File: src/hdl/cisf_pkg.sv
// package: constants and decoding for the capture input select and filter
// Behaviour
// (RULE1) ch1 bits 1:0: 00 output, 01 input one, 10 input two, 11 trigger
// (RULE2) ch1 direction bits change only while channel 1 is disabled
// (RULE3) ch1 prescale bits 3:2 capture every 1, 2, 4 or 8 events
// (RULE4) ch1 filter code 0000 bypasses filter, sampling at the base clock
// (RULE5) filter codes 0001..1111 pick fixed divider and sample count pairs
// (RULE6) sample at clock/divider; pass a change after N agreeing samples
// (RULE7) ch2 direction bits 9:8 use the same source encoding as channel 1
// (RULE8) ch2 direction bits change only while channel 2 is disabled
// (RULE9) bits 11:10 hold ch2 prescale, read and write
// (RULE10) bits 15:12 hold ch2 filter, read and write
// (RULE11) ch2 prescale and filter codes mean the same as channel 1
// (RULE12) prescale counter restarts from zero while its channel is disabled
package cisf_pkg;

  // ************************************
  // register map
  // ************************************
  localparam logic [7:0]  CISF_CTRL_OFF   = 8'h00;
  localparam logic [7:0]  CISF_ENABLE_OFF = 8'h04;
  localparam logic [7:0]  CISF_STATUS_OFF = 8'h08;
  localparam logic [15:0] CISF_CTRL_RST   = 16'h0000;
  localparam logic [1:0]  CISF_ENABLE_RST = 2'h0;
  localparam logic [1:0]  CISF_RESP_OKAY  = 2'h0;
  localparam logic [1:0]  CISF_RESP_SLVERR = 2'h2;

  // ************************************
  // field positions
  // ************************************
  localparam int CISF_DIR1_LSB = 0;
  localparam int CISF_PSC1_LSB = 2;
  localparam int CISF_FLT1_LSB = 4;
  localparam int CISF_DIR2_LSB = 8;
  localparam int CISF_PSC2_LSB = 10;
  localparam int CISF_FLT2_LSB = 12;
  localparam int CISF_CHAN_STRIDE = 8;

  // ************************************
  // direction codes
  // ************************************
  localparam logic [1:0] CISF_DIR_OUTPUT = 2'h0;
  localparam logic [1:0] CISF_DIR_IN_ONE = 2'h1;
  localparam logic [1:0] CISF_DIR_IN_TWO = 2'h2;
  localparam logic [1:0] CISF_DIR_TRIG   = 2'h3;

  // log2 of the sample divider for a filter code
  function automatic logic [2:0] cisf_div_log2(input logic [3:0] code);
    case (code)
      4'h0, 4'h1, 4'h2, 4'h3: cisf_div_log2 = 3'h0;
      4'h4, 4'h5:             cisf_div_log2 = 3'h1;
      4'h6, 4'h7:             cisf_div_log2 = 3'h2;
      4'h8, 4'h9:             cisf_div_log2 = 3'h3;
      4'hA, 4'hB, 4'hC:       cisf_div_log2 = 3'h4;
      default:                cisf_div_log2 = 3'h5;
    endcase
  endfunction

  // consecutive agreeing samples needed for a filter code
  function automatic logic [3:0] cisf_count(input logic [3:0] code);
    case (code)
      4'h1:                   cisf_count = 4'h2;
      4'h2:                   cisf_count = 4'h4;
      4'h4, 4'h6, 4'h8:       cisf_count = 4'h6;
      4'hB, 4'hE:             cisf_count = 4'h6;
      4'hA, 4'hD:             cisf_count = 4'h5;
      4'h0:                   cisf_count = 4'h1;
      default:                cisf_count = 4'h8;
    endcase
  endfunction

endpackage

File: src/hdl/cisf_filter.sv
// module: digital glitch filter for one capture input
`timescale 1ns/100ps
`default_nettype none
module cisf_filter
  import cisf_pkg::*;
(
  // clock and reset
  input  wire logic       clk_sys_in,
  input  wire logic       rst_in,
  // control and data
  input  wire logic [3:0] filter_code_in,
  input  wire logic       raw_in,
  output logic            level_out
);
  import cisf_pkg::*;

  logic [4:0] div_cnt_r;
  logic [3:0] agree_cnt_r;
  logic [4:0] div_mask;
  logic       tick;
  logic [3:0] need;

  // free running divider; low bits all ones mark a sample instant
  assign div_mask = 5'((6'h01 << cisf_div_log2(filter_code_in)) - 6'h01);
  assign tick     = (div_cnt_r & div_mask) == div_mask;
  assign need     = cisf_count(filter_code_in);

  always_ff @(posedge clk_sys_in)
  begin
    if (rst_in)
      div_cnt_r <= 5'h00;
    else
      div_cnt_r <= div_cnt_r + 5'h01;
  end

  always_ff @(posedge clk_sys_in)
  begin
    if (rst_in)
    begin
      level_out   <= 1'b0;
      agree_cnt_r <= 4'h0;
    end
    else if (filter_code_in == 4'h0)
    begin
      level_out   <= raw_in; // RULE4
      agree_cnt_r <= 4'h0;
    end
    else if (tick) // RULE6 RULE5
    begin
      if (raw_in == level_out)
        agree_cnt_r <= 4'h0;
      else if (agree_cnt_r + 4'h1 == need)
      begin
        level_out   <= raw_in; // RULE6
        agree_cnt_r <= 4'h0;
      end
      else
        agree_cnt_r <= agree_cnt_r + 4'h1;
    end
  end

  AST_FLT_BYPASS: assert property ( // RULE4
    @(posedge clk_sys_in) disable iff (rst_in)
    filter_code_in == 4'h0 |=> level_out == $past(raw_in))
    else $error("bypassed filter did not follow its input");

  AST_FLT_N_SAMPLES: assert property ( // RULE6
    @(posedge clk_sys_in) disable iff (rst_in)
    (filter_code_in != 4'h0 && $stable(filter_code_in)
      && level_out != $past(level_out))
      |-> $past(agree_cnt_r) == $past(need) - 4'h1 && $past(tick))
    else $error("filter changed level without N agreeing samples");

endmodule // cisf_filter
`default_nettype wire

File: src/hdl/cisf_prescale.sv
// module: capture event prescaler for one channel
`timescale 1ns/100ps
`default_nettype none
module cisf_prescale
  import cisf_pkg::*;
(
  // clock and reset
  input  wire logic       clk_sys_in,
  input  wire logic       rst_in,
  // control
  input  wire logic       enable_in,
  input  wire logic [1:0] prescale_in,
  // events
  input  wire logic       event_in,
  output logic            capture_out
);
  import cisf_pkg::*;

  logic [2:0] evt_cnt_r;
  logic [2:0] last;

  assign last = 3'((4'h1 << prescale_in) - 4'h1);

  always_ff @(posedge clk_sys_in)
  begin
    if (rst_in || !enable_in)
    begin
      evt_cnt_r   <= 3'h0; // RULE12
      capture_out <= 1'b0;
    end
    else if (event_in)
    begin
      capture_out <= evt_cnt_r == last; // RULE3 RULE11
      evt_cnt_r   <= (evt_cnt_r == last) ? 3'h0 : evt_cnt_r + 3'h1;
    end
    else
      capture_out <= 1'b0;
  end

  AST_PSC_RESTART: assert property ( // RULE12
    @(posedge clk_sys_in) disable iff (rst_in)
    !enable_in |=> evt_cnt_r == 3'h0 && !capture_out)
    else $error("prescaler count survived a disabled channel");

  AST_PSC_EIGHT: assert property ( // RULE3
    @(posedge clk_sys_in) disable iff (rst_in)
    (capture_out && prescale_in == 2'h3 && $stable(prescale_in))
      |-> $past(evt_cnt_r) == 3'h7)
    else $error("divide by eight captured early");

  AST_PSC_ONE: assert property ( // RULE3
    @(posedge clk_sys_in) disable iff (rst_in)
    (enable_in && event_in && prescale_in == 2'h0) |=> capture_out)
    else $error("divide by one missed an event");

endmodule // cisf_prescale
`default_nettype wire

File: src/hdl/cisf_top.sv
// module: capture input select and filter with AXI4-Lite register slave
//
// The placing of the registers and the AXI4-Lite slave port were chosen for this implementation.
`timescale 1ns/100ps
`default_nettype none
module cisf_top
  import cisf_pkg::*;
(
  // clock and reset
  input  wire logic        clk_sys_in,
  input  wire logic        rst_in,
  // axi4-lite write address
  input  wire logic [7:0]  s_axi_awaddr_in,
  input  wire logic        s_axi_awvalid_in,
  output logic             s_axi_awready_out,
  // axi4-lite write data
  input  wire logic [31:0] s_axi_wdata_in,
  input  wire logic [3:0]  s_axi_wstrb_in,
  input  wire logic        s_axi_wvalid_in,
  output logic             s_axi_wready_out,
  // axi4-lite write response
  output logic [1:0]       s_axi_bresp_out,
  output logic             s_axi_bvalid_out,
  input  wire logic        s_axi_bready_in,
  // axi4-lite read address
  input  wire logic [7:0]  s_axi_araddr_in,
  input  wire logic        s_axi_arvalid_in,
  output logic             s_axi_arready_out,
  // axi4-lite read data
  output logic [31:0]      s_axi_rdata_out,
  output logic [1:0]       s_axi_rresp_out,
  output logic             s_axi_rvalid_out,
  input  wire logic        s_axi_rready_in,
  // capture sources
  input  wire logic        timer_input_one_in,
  input  wire logic        timer_input_two_in,
  input  wire logic        internal_trigger_source_in,
  // capture outputs
  output logic             chan1_capture_input_out,
  output logic             chan2_capture_input_out,
  output logic             chan1_capture_out,
  output logic             chan2_capture_out
);
  import cisf_pkg::*;

  // ************************************
  // registers
  // ************************************
  logic [15:0] capture_mode_ctrl_1_r;
  logic [1:0]  channel_enable_reg_r;
  logic [15:0] ctrl_nxt;

  // ************************************
  // axi4-lite slave state
  // ************************************
  logic        aw_hold_r;
  logic [7:0]  aw_addr_r;
  logic        w_hold_r;
  logic [31:0] w_data_r;
  logic [3:0]  w_strb_r;
  logic        wr_do;

  assign wr_do = aw_hold_r && w_hold_r && !s_axi_bvalid_out;

  // source choice shared by both channels
  function automatic logic src_mux(input logic [1:0] dir,
                                   input logic       one,
                                   input logic       two,
                                   input logic       trg);
    case (dir)
      CISF_DIR_IN_ONE: src_mux = one;
      CISF_DIR_IN_TWO: src_mux = two;
      CISF_DIR_TRIG:   src_mux = trg;
      default:         src_mux = 1'b0;
    endcase
  endfunction

  // write address channel
  always_ff @(posedge clk_sys_in)
  begin
    if (rst_in)
    begin
      aw_hold_r         <= 1'b0;
      aw_addr_r         <= 8'h00;
      s_axi_awready_out <= 1'b1;
    end
    else if (s_axi_awvalid_in && s_axi_awready_out)
    begin
      aw_hold_r         <= 1'b1;
      aw_addr_r         <= s_axi_awaddr_in;
      s_axi_awready_out <= 1'b0;
    end
    else if (wr_do)
      aw_hold_r <= 1'b0;
    else if (s_axi_bvalid_out && s_axi_bready_in)
      s_axi_awready_out <= 1'b1;
  end

  // write data channel
  always_ff @(posedge clk_sys_in)
  begin
    if (rst_in)
    begin
      w_hold_r         <= 1'b0;
      w_data_r         <= 32'h0000_0000;
      w_strb_r         <= 4'h0;
      s_axi_wready_out <= 1'b1;
    end
    else if (s_axi_wvalid_in && s_axi_wready_out)
    begin
      w_hold_r         <= 1'b1;
      w_data_r         <= s_axi_wdata_in;
      w_strb_r         <= s_axi_wstrb_in;
      s_axi_wready_out <= 1'b0;
    end
    else if (wr_do)
      w_hold_r <= 1'b0;
    else if (s_axi_bvalid_out && s_axi_bready_in)
      s_axi_wready_out <= 1'b1;
  end

  // write response; unmapped and read-only words answer slverr
  always_ff @(posedge clk_sys_in)
  begin
    if (rst_in)
    begin
      s_axi_bvalid_out <= 1'b0;
      s_axi_bresp_out  <= CISF_RESP_OKAY;
    end
    else if (wr_do)
    begin
      s_axi_bvalid_out <= 1'b1;
      s_axi_bresp_out  <= (aw_addr_r == CISF_CTRL_OFF
                           || aw_addr_r == CISF_ENABLE_OFF)
                          ? CISF_RESP_OKAY : CISF_RESP_SLVERR;
    end
    else if (s_axi_bready_in)
      s_axi_bvalid_out <= 1'b0;
  end

  // ************************************
  // control register
  // ************************************
  always_comb
  begin
    ctrl_nxt = capture_mode_ctrl_1_r;
    if (w_strb_r[0])
      ctrl_nxt[7:0] = w_data_r[7:0];
    if (w_strb_r[1])
      ctrl_nxt[15:8] = w_data_r[15:8];
    // direction bits frozen while the channel runs
    if (channel_enable_reg_r[0])
      ctrl_nxt[CISF_DIR1_LSB +: 2] =
        capture_mode_ctrl_1_r[CISF_DIR1_LSB +: 2]; // RULE2
    if (channel_enable_reg_r[1])
      ctrl_nxt[CISF_DIR2_LSB +: 2] =
        capture_mode_ctrl_1_r[CISF_DIR2_LSB +: 2]; // RULE8
  end

  always_ff @(posedge clk_sys_in)
  begin
    if (rst_in)
      capture_mode_ctrl_1_r <= CISF_CTRL_RST;
    else if (wr_do && aw_addr_r == CISF_CTRL_OFF)
      capture_mode_ctrl_1_r <= ctrl_nxt; // RULE9 RULE10
  end

  always_ff @(posedge clk_sys_in)
  begin
    if (rst_in)
      channel_enable_reg_r <= CISF_ENABLE_RST;
    else if (wr_do && aw_addr_r == CISF_ENABLE_OFF && w_strb_r[0])
      channel_enable_reg_r <= w_data_r[1:0];
  end

  // ************************************
  // read channel
  // ************************************
  always_ff @(posedge clk_sys_in)
  begin
    if (rst_in)
    begin
      s_axi_arready_out <= 1'b1;
      s_axi_rvalid_out  <= 1'b0;
      s_axi_rdata_out   <= 32'h0000_0000;
      s_axi_rresp_out   <= CISF_RESP_OKAY;
    end
    else if (s_axi_arvalid_in && s_axi_arready_out)
    begin
      s_axi_arready_out <= 1'b0;
      s_axi_rvalid_out  <= 1'b1;
      s_axi_rresp_out   <= CISF_RESP_OKAY;
      case (s_axi_araddr_in)
        CISF_CTRL_OFF:
          s_axi_rdata_out <= {16'h0000, capture_mode_ctrl_1_r};
        CISF_ENABLE_OFF:
          s_axi_rdata_out <= {30'h0000_0000, channel_enable_reg_r};
        CISF_STATUS_OFF:
          s_axi_rdata_out <= {30'h0000_0000, chan2_capture_input_out,
                              chan1_capture_input_out};
        default:
        begin
          s_axi_rdata_out <= 32'h0000_0000;
          s_axi_rresp_out <= CISF_RESP_SLVERR;
        end
      endcase
    end
    else if (s_axi_rvalid_out && s_axi_rready_in)
    begin
      s_axi_rvalid_out  <= 1'b0;
      s_axi_arready_out <= 1'b1;
    end
  end

  // ************************************
  // channels
  // ************************************
  logic [1:0] level;
  logic [1:0] capture;

  genvar ch;
  generate
    for (ch = 0; ch < 2; ch++)
    begin : g_chan
      logic [1:0] dir;
      logic [1:0] prescale_factor;
      logic [3:0] flt;
      logic       src;
      logic       run;
      logic       level_prev_r;

      assign dir = capture_mode_ctrl_1_r[CISF_DIR1_LSB
                                         + ch*CISF_CHAN_STRIDE +: 2];
      assign prescale_factor = capture_mode_ctrl_1_r[CISF_PSC1_LSB
                                         + ch*CISF_CHAN_STRIDE +: 2];
      assign flt = capture_mode_ctrl_1_r[CISF_FLT1_LSB
                                         + ch*CISF_CHAN_STRIDE +: 4];
      // RULE1 RULE7: both channels share the source encoding
      assign src = src_mux(dir, timer_input_one_in, timer_input_two_in,
                           internal_trigger_source_in);
      // output direction keeps the capture path idle
      assign run = channel_enable_reg_r[ch] && dir != CISF_DIR_OUTPUT;

      cisf_filter u_filter (
        .clk_sys_in     (clk_sys_in),
        .rst_in         (rst_in),
        .filter_code_in (flt), // RULE11
        .raw_in         (src),
        .level_out      (level[ch])
      );

      always_ff @(posedge clk_sys_in)
      begin
        if (rst_in)
          level_prev_r <= 1'b0;
        else
          level_prev_r <= level[ch];
      end

      // rising filtered edge is the capture event
      cisf_prescale u_prescale (
        .clk_sys_in  (clk_sys_in),
        .rst_in      (rst_in),
        .enable_in   (run),
        .prescale_in (prescale_factor),
        .event_in    (level[ch] && !level_prev_r),
        .capture_out (capture[ch])
      );
    end
  endgenerate

  assign chan1_capture_input_out = level[0];
  assign chan2_capture_input_out = level[1];
  assign chan1_capture_out       = capture[0];
  assign chan2_capture_out       = capture[1];

  // ************************************
  // checks
  // ************************************
  AST_DIR1_LOCK: assert property ( // RULE2
    @(posedge clk_sys_in) disable iff (rst_in)
    channel_enable_reg_r[0] |=> capture_mode_ctrl_1_r[1:0]
      == $past(capture_mode_ctrl_1_r[1:0]))
    else $error("channel 1 direction changed while enabled");

  AST_DIR2_LOCK: assert property ( // RULE8
    @(posedge clk_sys_in) disable iff (rst_in)
    channel_enable_reg_r[1] |=> capture_mode_ctrl_1_r[9:8]
      == $past(capture_mode_ctrl_1_r[9:8]))
    else $error("channel 2 direction changed while enabled");

  AST_FIELD_WRITE: assert property ( // RULE10
    @(posedge clk_sys_in) disable iff (rst_in)
    (wr_do && aw_addr_r == CISF_CTRL_OFF && w_strb_r[1])
      |=> capture_mode_ctrl_1_r[15:10] == $past(w_data_r[15:10]))
    else $error("channel 2 prescale or filter write lost");

  AST_OUT_DIR_IDLE: assert property ( // RULE1
    @(posedge clk_sys_in) disable iff (rst_in)
    capture_mode_ctrl_1_r[1:0] == CISF_DIR_OUTPUT
      ##1 capture_mode_ctrl_1_r[1:0] == CISF_DIR_OUTPUT |-> !chan1_capture_out)
    else $error("output channel produced a capture");

  AST_RD_ANSWER: assert property (
    @(posedge clk_sys_in) disable iff (rst_in)
    (s_axi_arvalid_in && s_axi_arready_out)
      |=> s_axi_rvalid_out && !s_axi_arready_out)
    else $error("read answer not given one cycle after the address");

  // read data must stand until the master takes it
  AST_RD_HOLD: assert property (
    @(posedge clk_sys_in) disable iff (rst_in)
    (s_axi_rvalid_out && !s_axi_rready_in)
      |=> s_axi_rvalid_out && $stable(s_axi_rdata_out))
    else $error("read answer dropped before it was taken");

endmodule // cisf_top
`default_nettype wire

File: config.mk
export PLATFORM = sky130hd
export DESIGN_NAME = cisf_top
export DESIGN_NICKNAME = d
export VERILOG_FILES = /design/src/hdl/cisf_pkg.sv /design/src/hdl/cisf_filter.sv /design/src/hdl/cisf_prescale.sv /design/src/hdl/cisf_top.sv
export SDC_FILE = /design/constraint.sdc
export NUM_CORES = 1
export LEC_CHECK = 0
export BUFFER_PORTS_ARGS = -buffer_cell sky130_fd_sc_hd__buf_2
export CORE_MARGIN = 8
export CORE_UTILIZATION = 45
export DETAILED_ROUTE_END_ITERATION = 12
export PLACE_DENSITY_LB_ADDON = 0.3
export SYNTH_ARGS = -nofsm -noshare
export SYNTH_HDL_FRONTEND = slang
export SYNTH_SLANG_ARGS = --single-unit
File: constraint.sdc
create_clock -name clk_sys_in -period 5.6 [get_ports clk_sys_in]
set_input_delay 0.28 -clock clk_sys_in [delete_from_list [all_inputs] [get_ports clk_sys_in]]
set_output_delay 0.28 -clock clk_sys_in [all_outputs]
set_load 0.02 [all_outputs]
==> impl_metrics.ini <==
[final_layout]
nFillCells = 1072
final_cells = 808
synthToLayoutAreaGrowth_pct = 19.3
fin_nets = 730
final_layout_size_suffix_gt1_share_pct = 20.8
antennaDiodeCount = 0

[clocking]
cts_max_level = 4
cts_resized = 0
postCtsSetupRepairBufs = 0
clkLatencyLatePin_ns = 0.41
cts_hold_buf = 0
cts_tree = built
cts_root_buf = clkbuf_16
cts_num_sinks = 113
cts_buffer_depth = 2
worst_setup_hold_path_clk_slew_ns = 0.05
cts_made_buffers = 17

[worst_setup_path]
r2r_end = s_axi_rdata_out[2]
r2r_slack_ns = 2.76
cp-startpoint = s_axi_arready_out
r2r-start = s_axi_arready_out
critPathMaxFanout = 19
ff2ff_path_depth = 5
cp_slowest_cell = or4_4
worstSetupPathType = register to register
crit_path_end_kind = register
critPathRequiredTime_ns = 5.95
path_cells = nand2_1 > or4_4 > nor3_4 > a22oi_1 > nor2_1
cp_data_arrival_time_ns = 3.19
slowest_delay_ns = 0.74
crit_path_start_kind = register

[synth]
synth_area_leaders = dfxtp_1, nand2_1, mux2i_1
synthArstFlopShare_pct = 0
synthCells = 581
ys.flop_type = dfxtp_1
yosysMostFrequentCell = dfxtp_1
synth_enable_flop_cells = 0
syn-cell-area_um2 = 5270
synth.yosys.seq_area_share_pct = 43.0
synth_top_cell_area_share_pct = 43.0
yosysUniqueCellTypes = 56
synth_top_area_cell = dfxtp_1
ys_top_cells_by_count = dfxtp_1, nand2_1, nor2_1
ys_ff_latch = 113
synth-warning-count = 0
syn_avg_cell_area_um2 = 9.06

[die]
dieWidth_um = 124
core-area_um2 = 11400
rows = 39
die_area_um2 = 15400
initial_core_util_pct = 46.1
ios = 107
die_h_um = 124

[worst_hold_path]
hold_path.class = input port to register
worstHoldEndpoint = aw_addr_r[4]
hold_depth = 3
min-delay-start = s_axi_awaddr_in[4]

[routing]
drc_errors = 0
viasPerCell = 5.19
routedWlPerCell_um = 14.7
drtAntennaViolNets = 0
totalWireLength_um = 11900
drtIter0Drc = 187
vias = 4190
firstDrtPassIters = 4

[global_route]
grt_overflow = 0
grt_usage_pct = 16.1
grt_antenna_before_repair = 0
grt_max_degree = 50
grt_pass1_vias = 4141
grt_pass1_wl_um = 19500

[sta]
max_freq_mhz = 352
finalHoldViolCount = 0
fin_tns_setup_ns = 0
slew_viol_final = 0
worstMarginPinSlew_ns = 0.948
maxSlewHeadroom_pct = 36.6
skew_ns = 0.00757
period_minus_slack_ns = 2.84
finalCritPeriodShare_pct = 50.8
setup_viol = 0
rsz0062_at_grt = no

[run_status]
outcome = finished clean

[pwr]
power.total_mw = 2.09
peakVddDrop_mv = 0.179
p_per_area_nw_per_um2 = 333
cellLeakagePower_nw = 2.70

[placement]
dp_hpwl_um = 8700
io_buffers = 70
place_inst = 776
gp_congestion = 0.823

[run]
max-cap-violations = 0
[metal layers]
layer	GRT usage, %	wire length (µm)	vias up
met5	0	0	-
met4	6.84	244	0
met3	5.12	702	20
met2	26.3	5640	108
met1	19.1	5280	1932
li1	-	-	2130
[state kept, by name (all words and copies together) (netlist names), 6 cells and up, named ones only]
name                         cells
capture_mode_ctrl_1_r           16
w_data_r                        16
g_chan.u_prescale.evt_cnt_r      6
g_chan.u_filter.need             8
g_chan.u_filter.agree_cnt_r      8
aw_addr_r                        8
g_chan.u_filter.div_cnt_r       10
s_axi_rdata_out                 16
[how the worst max path moves through the flow]
stage	end	slack [ns]	depth (start not counted)
2_1_floorplan	g_chan[1].u_filter.need[1]	3.38	8
3_5_place_dp	s_axi_rdata_out[5]	2.72	5
6_report	s_axi_rdata_out[2]	2.76	5
4_1_cts	s_axi_rdata_out[2]	2.71	5
5_1_grt	s_axi_rdata_out[5]	2.65	5
3_3_place_gp	s_axi_rdata_out[2]	2.85	5
[metrics by stage]
step,utilization [%],cell area (µm²),setup slack (ns),hold WS (ns)
after CTS,55.0,6280,2.71,0.0882
after floorplan,-,5330,3.38,0.416
after detailed placement,49.5,5650,2.72,0.446
final,55.0,6280,2.76,0.0983
after global placement,49.5,5650,2.85,0.440
after global routing,55.0,6280,2.65,0.103
[report_power, final]
| group | leakage (nW) | switching [mW] | internal [mW] |
|---|---|---|---|
| clock network | 0.310 | 0.363 | 0.776 |
| registers | 0.917 | 0.0180 | 0.826 |
| logic | 1.47 | 0.0726 | 0.0353 |
[layout by cell type, fill, tap and decap left out, types with 3 or more instances in the layout]
| cell | synthesis | final |
|---|---|---|
| dfxtp_1 | 113 | 113 |
| nand2_1 | 81 | 81 |
| buf_2 | 1 | 70 |
| nor2_1 | 56 | 56 |
| a21oi_1 | 35 | 35 |
| mux2i_1 | 30 | 30 |
| nor2b_1 | 20 | 20 |
| conb_1 | 1 | 18 |
| inv_1 | 17 | 17 |
| clkbuf_16 | 0 | 17 |
| ha_1 | 16 | 16 |
| xnor2_1 | 15 | 15 |
| xor2_1 | 12 | 12 |
| nor2_2 | 11 | 11 |
| nor3_1 | 11 | 11 |
| nand3_1 | 10 | 10 |
| o21ai_0 | 10 | 10 |
| a22oi_2 | 10 | 10 |
| nand4_1 | 7 | 7 |
| a22oi_1 | 7 | 7 |
| a211oi_1 | 6 | 6 |
| o22ai_1 | 6 | 6 |
| a31oi_1 | 6 | 6 |
| nand4b_1 | 6 | 6 |
| o211ai_1 | 5 | 5 |
| mux2i_2 | 4 | 4 |
| and2_1 | 4 | 4 |
| bufinv_16 | 0 | 4 |
| clkinv_2 | 0 | 4 |
| mux2_4 | 3 | 3 |
| a21o_1 | 3 | 3 |
| nand2b_1 | 3 | 3 |
| nor4_1 | 3 | 3 |
| clkbuf_8 | 0 | 3 |
[worst max-delay path, delay by kind of cell (launching register included)]
kind	cells	cell delay, ns
AOI/OAI and AO/OA	1	0.15
DFF	1	0.44
and+or+nand+nor	4	2.19
[cell families (layout without fill, tap and decap cells)]
logic type / Yosys count / after routing / share of synthesized area [%]
fa+ha+maj: 16 / 16 / 3.80
flops: 113 / 113 / 43.0
xor+xnor: 27 / 27 / 4.49
buf+inv: 53 / 120 / 5.25
simple gates: 230 / 230 / 22.0
other cells: 1 / 18 / 0.0712
mux: 38 / 38 / 7.82
compound gates: 103 / 103 / 13.6
[layout make-up]
| type | count | area, µm² | share of cell area, % |
|---|---|---|---|
| repair buffers | 71 | 358 | 5.69 |
| well taps | 143 | 179 | 2.85 |
| clock inverters | 10 | 156 | 2.49 |
| flip-flops and latches | 113 | 2260 | 36.0 |
| multi-input cells | 432 | 2790 | 44.4 |
| inverters | 17 | 63.8 | 1.02 |
| clock buffers | 22 | 474 | 7.55 |
No activity file was read; power rests on OpenSTA's default activity.
